## src/common/sdsr_pkg.sv

```systemverilog
// Package: constants and types of the SDRAM single-read sequencer
package sdsr_pkg;
   // ==========================================================
   // Widths
   localparam int DATA_W = 16;
   localparam int ROW_W = 13;
   localparam int COL_W = 9;
   localparam int BANK_W = 2;
   localparam int FIFO_DEPTH = 32;
   // ==========================================================
   // Clock rates, for reference; all spacing below is in clock cycles
   localparam int TC_CLK_MHZ = 75;
   localparam int MCLK_MHZ = 40;
   // ==========================================================
   // Command spacing in clock cycles
   localparam logic [3:0] ACT_TO_READ = 4'h3;
   localparam logic [3:0] READ_TO_LATCH = 4'h3;
   localparam logic [3:0] LATCH_TO_NEXT = 4'h6;
   // ==========================================================
   // Reset values of the pins
   localparam logic CMD_IDLE_N = 1'b1;
   localparam logic [ROW_W-1:0] ADDR_RST = 13'h0000;
   localparam logic [BANK_W-1:0] BANK_RST = 2'h0;
   // ==========================================================
   // Sequencer states
   typedef enum logic [2:0] {
      ST_IDLE = 3'b000,
      ST_ACTWAIT = 3'b001,
      ST_TERM = 3'b010,
      ST_LATCH = 3'b011,
      ST_GAP = 3'b100
   } sdsr_state_t;
endpackage : sdsr_pkg

```

## src/rtl/sdsr_sequencer.sv

```systemverilog
// SDRAM single-word read sequencer with read-data FIFO
// Behaviour
// - SDRAM clock runs at the sequencer clock rate, mclk; timing counted in its cycles.
// - A read to a row not yet open starts with a bank activate that opens the row.
// - Read command, CAS low, follows the activate by three cycles.
// - Burst terminate, WE low, issued the cycle right after the read.
// - Read word captured on the third clock after the read command.
// - Next read command comes six cycles after the previous word is captured.
// - One 16-bit read completes every ten cycles on an open row.
// - First read, or read to a new row, pays three extra activate cycles.
// - Sequencer clock mclk, also SDRAM clock, nominally 40 MHz; traffic controller clock 75 MHz.
`timescale 1ns/1ps
`default_nettype none
module sdsr_sequencer (
   input wire logic mclk, // Clock, also forwarded as SDRAM clock
   input wire logic rst, // Asynchronous reset, active high
   input wire logic reqValid, // Read request offered
   output logic reqReady, // Sequencer takes a request
   input wire logic [sdsr_pkg::BANK_W-1:0] reqBank, // Request bank
   input wire logic [sdsr_pkg::ROW_W-1:0] reqRow, // Request row
   input wire logic [sdsr_pkg::COL_W-1:0] reqCol, // Request column
   output logic rdValid, // Read word present
   input wire logic rdReady, // Consumer takes the read word
   output logic [sdsr_pkg::DATA_W-1:0] rdData, // Read word
   output logic sdClkEn, // Enable of the forwarded SDRAM clock
   output logic sdCsN, // Chip select, low active
   output logic sdRasN, // Row strobe, low active
   output logic sdCasN, // Column strobe, low active
   output logic sdWeN, // Write enable, low active
   output logic [sdsr_pkg::BANK_W-1:0] sdBank, // Bank address
   output logic [sdsr_pkg::ROW_W-1:0] sdAddr, // Multiplexed address
   input wire logic [sdsr_pkg::DATA_W-1:0] sdDq // Read data from SDRAM
);
   import sdsr_pkg::*;

   typedef struct packed {
      sdsr_state_t st;
      logic [3:0] cnt;
      logic reqReady;
      logic clkEn;
      logic csN;
      logic rasN;
      logic casN;
      logic weN;
      logic [BANK_W-1:0] bank;
      logic [ROW_W-1:0] addr;
      logic [COL_W-1:0] col;
      logic openValid;
      logic [BANK_W-1:0] openBank;
      logic [ROW_W-1:0] openRow;
      logic wrValid;
      logic [DATA_W-1:0] wrData;
   } sdsr_seq_t;

   sdsr_seq_t s_reg;
   sdsr_seq_t s_next;
   logic fifoInReady;
   logic take;
   logic rowHit;

   // ==========================================================
   // Cycle plan, counted from the edge that takes a request (cycle 0)
   // Row miss:
   //    c1       activate, row on the address pins
   //    c2, c3   no command while the row opens
   //    c4       read, column on the address pins
   //    c5       burst terminate, so only one word comes back
   //    c6       no command, the word still in flight
   //    end c7   word sampled from the data pins
   //    c8       word pushed into the buffer
   //    c8-c12   quiet gap while the counter runs down
   //    c13      ready again; a take here puts the next command in c14
   // Row hit:
   //    c1       read at once, the row being open already
   //    c2       burst terminate
   //    end c4   word sampled
   //    c10      ready again; the next command comes in c11 at the earliest
   // Reads on an open row are thus ten cycles apart; a row change costs
   // three more for the activate.
   // Hazards and limitations:
   //    Only one bank and row pair is remembered, that of the last activate.
   //    No precharge goes out on a row change; a miss simply activates, so
   //    the far side must accept an activate onto a bank with a row open.
   //    The counter is four bits wide, ample for the spacing used here.
   //    Strobes return high every cycle unless a state drives one low, so a
   //    stray state can never hold a command on the pins.

   // ==========================================================
   // Command sequencing
   // A request is only taken while the FIFO has room; with one read in
   // flight that room is still there when the word lands.
   always_comb begin
      s_next = s_reg;
      s_next.rasN = CMD_IDLE_N;
      s_next.casN = CMD_IDLE_N;
      s_next.weN = CMD_IDLE_N;
      s_next.wrValid = 1'b0;
      s_next.clkEn = 1'b1;
      s_next.csN = 1'b0;
      take = reqValid && s_reg.reqReady;
      rowHit = s_reg.openValid && (s_reg.openBank == reqBank) && (s_reg.openRow == reqRow);
      unique case (s_reg.st)
         ST_IDLE: begin
            // Idle: ready follows the room left in the buffer
            if (take) begin
               s_next.reqReady = 1'b0;
               s_next.bank = reqBank;
               s_next.col = reqCol;
               if (rowHit) begin
                  // Open row: go straight to the read
                  s_next.casN = 1'b0;
                  s_next.addr = {{(ROW_W-COL_W){1'b0}}, reqCol};
                  s_next.st = ST_TERM;
               end else begin
                  s_next.rasN = 1'b0;
                  s_next.addr = reqRow;
                  s_next.openValid = 1'b1;
                  s_next.openBank = reqBank;
                  s_next.openRow = reqRow;
                  // Counter spans the whole row opening, so the read lands in c4
                  s_next.cnt = ACT_TO_READ;
                  s_next.st = ST_ACTWAIT;
               end
            end else begin
               s_next.reqReady = fifoInReady;
            end
         end
         ST_ACTWAIT: begin
            // Row opening: the read goes out once the count reaches one
            if (s_reg.cnt == 4'h1) begin
               s_next.casN = 1'b0;
               s_next.addr = {{(ROW_W-COL_W){1'b0}}, s_reg.col};
               s_next.st = ST_TERM;
            end
            s_next.cnt = s_reg.cnt - 4'h1;
         end
         ST_TERM: begin
            // Stop the burst at once, so the SDRAM returns a single word
            s_next.weN = 1'b0;
            // Two more counted cycles put the sample on the third edge after the read
            s_next.cnt = READ_TO_LATCH - 4'h1;
            s_next.st = ST_LATCH;
         end
         ST_LATCH: begin
            // Wait out the column latency with no command on the pins
            if (s_reg.cnt == 4'h0) begin
               s_next.wrValid = 1'b1;
               s_next.wrData = sdDq;
               // Ready then stands in the sixth cycle after the sample
               s_next.cnt = LATCH_TO_NEXT - 4'h2;
               s_next.st = ST_GAP;
            end else begin
               s_next.cnt = s_reg.cnt - 4'h1;
            end
         end
         ST_GAP: begin
            // Six idle cycles give ten cycles read to read on an open row
            if (s_reg.cnt == 4'h0) begin
               s_next.reqReady = fifoInReady;
               s_next.st = ST_IDLE;
            end else begin
               s_next.cnt = s_reg.cnt - 4'h1;
            end
         end
         default: begin
            s_next.st = ST_IDLE;
         end
      endcase
   end

   // ==========================================================
   // State register
   always_ff @(posedge mclk or posedge rst) begin
      if (rst) begin
         // Pins leave reset idle, with the SDRAM clock gated off
         s_reg <= '0;
         s_reg.st <= ST_IDLE;
         s_reg.csN <= CMD_IDLE_N;
         s_reg.rasN <= CMD_IDLE_N;
         s_reg.casN <= CMD_IDLE_N;
         s_reg.weN <= CMD_IDLE_N;
         s_reg.addr <= ADDR_RST;
         s_reg.bank <= BANK_RST;
      end else begin
         s_reg <= s_next;
      end
   end

   // ==========================================================
   // Read data buffer
   // Depth 32 plus its output register; the ready path keeps it from overflowing
   sdsr_fifo #(
      .WIDTH(DATA_W),
      .DEPTH(FIFO_DEPTH)
   ) u_fifo (
      .mclk(mclk),
      .rst(rst),
      .inValid(s_reg.wrValid),
      .inReady(fifoInReady),
      .inData(s_reg.wrData),
      .outValid(rdValid),
      .outReady(rdReady),
      .outData(rdData)
   );

   // ==========================================================
   // Pins and handshake straight from the state register
   assign reqReady = s_reg.reqReady;
   assign sdClkEn = s_reg.clkEn;
   assign sdCsN = s_reg.csN;
   assign sdRasN = s_reg.rasN;
   assign sdCasN = s_reg.casN;
   assign sdWeN = s_reg.weN;
   assign sdBank = s_reg.bank;
   assign sdAddr = s_reg.addr;
endmodule : sdsr_sequencer
`default_nettype wire

```

## src/rtl/sdsr_fifo.sv

```systemverilog
// Read-data FIFO with registered output word
`timescale 1ns/1ps
`default_nettype none
module sdsr_fifo #(
   parameter int WIDTH = 16,
   parameter int DEPTH = 32
) (
   input wire logic mclk, // Clock
   input wire logic rst, // Asynchronous reset, active high
   input wire logic inValid, // Write word offered
   output logic inReady, // Room for a word
   input wire logic [WIDTH-1:0] inData, // Word written
   output logic outValid, // Output word present
   input wire logic outReady, // Consumer takes the word
   output logic [WIDTH-1:0] outData // Output word
);
   localparam int AW = $clog2(DEPTH);
   typedef struct packed {
      logic [AW-1:0] wrPtr;
      logic [AW-1:0] rdPtr;
      logic [AW:0] count;
      logic outValid;
      logic [WIDTH-1:0] outData;
   } sdsr_fifo_t;
   sdsr_fifo_t s_reg;
   sdsr_fifo_t s_next;
   logic [WIDTH-1:0] mem [DEPTH];
   logic push;
   logic pop;

   // ==========================================================
   // Pointer and output register updates
   always_comb begin
      s_next = s_reg;
      push = inValid && (s_reg.count != (AW+1)'(DEPTH));
      // The output register refills whenever a word is stored and the register is empty or being drained
      pop = (s_reg.count != '0) && (!s_reg.outValid || outReady);
      if (push) begin
         s_next.wrPtr = s_reg.wrPtr + 1'b1;
      end
      if (pop) begin
         s_next.rdPtr = s_reg.rdPtr + 1'b1;
         s_next.outData = mem[s_reg.rdPtr];
         s_next.outValid = 1'b1;
      end else if (outReady) begin
         s_next.outValid = 1'b0;
      end
      s_next.count = s_reg.count + (AW+1)'(push) - (AW+1)'(pop);
   end

   always_ff @(posedge mclk or posedge rst) begin
      if (rst) begin
         s_reg <= '0;
      end else begin
         s_reg <= s_next;
      end
   end

   // Storage has no reset, so it maps onto plain RAM
   always_ff @(posedge mclk) begin
      if (push) begin
         mem[s_reg.wrPtr] <= inData;
      end
   end

   assign inReady = (s_reg.count != (AW+1)'(DEPTH));
   assign outValid = s_reg.outValid;
   assign outData = s_reg.outData;
endmodule : sdsr_fifo
`default_nettype wire

```

## config.mk

```make
export PLATFORM = sky130hd
export DESIGN_NAME = sdsr_sequencer
export DESIGN_NICKNAME = d
export VERILOG_FILES = /design/src/common/sdsr_pkg.sv /design/src/rtl/sdsr_sequencer.sv /design/src/rtl/sdsr_fifo.sv
export SDC_FILE = /design/constraint.sdc
export NUM_CORES = 1
export LEC_CHECK = 0
export BUFFER_PORTS_ARGS = -buffer_cell sky130_fd_sc_hd__clkbuf_2
export CAP_MARGIN = 0
export CORE_MARGIN = 2
export CORE_UTILIZATION = 55
export DETAILED_ROUTE_END_ITERATION = 8
export GPL_TIMING_DRIVEN = 0
export PLACE_DENSITY = 0.72
export SYNTH_ARGS = -nofsm -noshare
export SYNTH_HDL_FRONTEND = slang
export SYNTH_SLANG_ARGS = --single-unit
```

## constraint.sdc

```tcl
create_clock -name mclk -period 7.3 [get_ports mclk]
set_input_delay 1.095 -clock mclk [delete_from_list [all_inputs] [get_ports mclk]]
set_output_delay 1.095 -clock mclk [all_outputs]
set_load 0.1 [all_outputs]
```

==> results.cfg <==
[status]
status = finished, final reports clean

[global_routing]
grt_pass1_vias = 13500
grtUsageMet1_pct = 35.8
busiest_layer = met2
track_usage_pct = 24.8
grt_pass1_wl_um = 85000
met3_usage_pct = 4.59
antenna_found_initial = 1
grt_start_max_net_pins = 65
met2_usage_pct = 39.1
grt-ovfl-total = 0

[setup_path]
timing.rr.end = u_fifo.mem[26][10]
slowest_delay_ns = 0.92
crit_fanout = 16
cpMaxStageDelayCell = nor2_2
worstSetupStartpointType = register
end_kind = register
r2r_start = u_fifo.s_reg[19]
reg2reg_setup_slack_ns = 3.92
path_class = register to register
reg2reg_depth = 5
path_cells = inv_1 > ha_1 > a31oi_1 > nand2_1 > nor2_2
cp_data_arrival_time_ns = 3.60
cp_data_required_time_ns = 7.53

[placed_design]
numPortBuffers = 81
place_congestion = 0.888
postPlaceCellArea_um2 = 26000
dp_hpwl_um = 36000

[hold_path]
hold_depth = 2
hold_start = s_reg[41]
hp-class = register to register
min_to = s_reg[41]

[cts]
cts_tree = built
cts_hold_buf = 0
cts_made_buffers = 59
clk_pin_slew_ns = 0.06
post_cts_resized = 0
clock_sinks = 615
root_buffer = clkbuf_16
cts_setup_buffers = 0
h-tree-depth = 2
clk_path_buf_depth = 3
insertion_delay_ns = 0.62

[timing]
skew_ns = 0.0225
max_freq_mhz = 296
post-route-period-util_pct = 46.2
finalSetupTns_ns = 0
max_slew_margin_pct = 7.11
drv_slew = 0
setup_viol = 0
tightestPinTransition_ns = 1.39
finalCriticalPeriod_ns = 3.38
finalHoldViolCount = 0
rsz0062_at_grt = no

[synth]
synthArstFlopShare_pct = 16.7
synth-seq-area-share_pct = 73.1
synth-main-ff-cell = edfxtp_1
synth_top_area_cell = edfxtp_1
ys_warn_count = 0
synth_nets = 1483
yosysTopAreaCellShare_pct = 62.6
synthCells = 1421
synth_edf_count = 512
synthTopCellsByArea = edfxtp_1 (63%), dfrtp_1 (10%), mux4_2 (5.9%)
avgSynthCellArea_um2 = 17.3
synth.distinct_cells = 63
ys_seq_elements = 615
synth_area_um2 = 24600

[die]
rows = 77
initial_utilization_pct = 55.7
die_height_um = 215
die_w_um = 215
io_pins = 82
dieArea_um2 = 46400
fp.coreArea_um2 = 44100

[power]
powerDensity_nw_per_um2 = 423
leakage_nw = 9.77
worst_ir_drop_vdd_v = 0.000495

[finish]
final_cell_mix = edfxtp_1 (512), nand2_1 (101), dfrtp_1 (98)
final_common_cell = edfxtp_1
largest_reg_flops = 512
fin_nets = 1641
final_area_um2 = 28000
syn2layout_area_growth_pct = 13.9
drive_above_1_share_pct = 26.9
antenna_cells = 0

[route]
wl_per_cell_um = 25.5
drt_iter0_drc = 1336
drc = 0
drt_wl_total_um = 56700
ant_nets = 0
via_count = 13400
first_pass_iters = 5
vias_per_cell = 6.04

[job]
drv_cap = 0
-- area by class of cell --
type	count	area, um2
flip-flops and latches	615	18000
inverters	23	88.8
plain buffers	105	626
well taps	592	741
clock buffers	88	1720
fillers	3142	16100
clock inverters	22	180
repair buffers	97	696
multi-input cells	678	5970
-- worst max path at each step --
| stage | from | end | slack, ns | cells past startpoint |
|---|---|---|---|---|
| after floorplan | rst | reqReady | 3.51 | 1 |
| after global placement | rst | s_reg[7] | 2.20 | 2 |
| after detailed placement | u_fifo.s_reg[19] | u_fifo.mem[5][13] | 3.59 | 5 |
| after CTS | u_fifo.s_reg[19] | u_fifo.mem[5][11] | 3.60 | 5 |
| after global routing | u_fifo.s_reg[19] | u_fifo.mem[26][7] | 3.67 | 5 |
| final | u_fifo.s_reg[19] | u_fifo.mem[26][10] | 3.92 | 5 |
-- where the power goes --
part / switching [mW] / leakage [nW] / total (mW) / internal [mW]
clock network: 1.27 / 0.937 / 2.99 / 1.72
registers: 0.693 / 5.85 / 5.24 / 4.55
logic: 2.28 / 2.98 / 3.59 / 1.31
-- cell families after synthesis --
kind of cell / synth area share [%]
other: 0.0306
multiplexers: 11.9
AND/OR/NAND/NOR: 4.83
buffers and inverters: 2.90
AO/OA/AOI/OAI: 5.24
XOR/XNOR: 1.03
flip-flops: 73.1
adder cells (fa/ha/maj): 0.947
-- cell usage after synthesis (all sizes together) (3+ instances only) --
| cell type | number |
|---|---|
| dfstp | 4 |
| inv | 22 |
| a311oi | 16 |
| nor2 | 66 |
| edfxtp | 512 |
| nand2 | 101 |
| or3b | 3 |
| clkbuf | 29 |
| mux4 | 64 |
| ha | 17 |
| a32o | 16 |
| a21oi | 16 |
| a21o | 3 |
| nor3 | 22 |
| nor2b | 17 |
| nor3b | 3 |
| nand3 | 4 |
| dfrtp | 99 |
| o22ai | 74 |
| nand4 | 11 |
| a22o | 20 |
| nand3b | 5 |
| o21ai | 9 |
| mux2 | 81 |
| buf | 76 |
| xnor2 | 26 |
| nand2b | 5 |
| xor2 | 3 |
| mux2i | 57 |
| a211oi | 17 |
-- metrics by stage --
stage	power, mW	util (%)	hold WS (ns)	instances	setup WS [ns]
after detailed placement	8.85	59.0	0.463	2109	3.59
after floorplan	7.65	-	0.433	1421	3.51
after global routing	12.3	63.4	0.512	2220	3.67
final	11.8	63.4	0.486	2220	3.92
after global placement	8.71	58.3	0.448	2094	2.20
after CTS	11.8	63.3	0.485	2219	3.60
-- routing by layer --
layer / wire (um) / part of all wire (%) / vias up
li1: - / - / 5833
met1: 23600 / 42 / 6909
met2: 27000 / 48 / 566
met3: 4450 / 7.8 / 95
met4: 1590 / 2.8 / 0
met5: 0 / 0 / -
-- critical path, delay by kind of cell, from the launching register on --
kind	cells	cell delay [ns]
flip-flops	1	0.36
AO/OA/AOI/OAI	1	0.77
AND/OR/NAND/NOR	2	1.53
buffers and inverters	1	0.06
adder cells (fa/ha/maj)	1	0.25
Power figures use the tool's default switching activity.
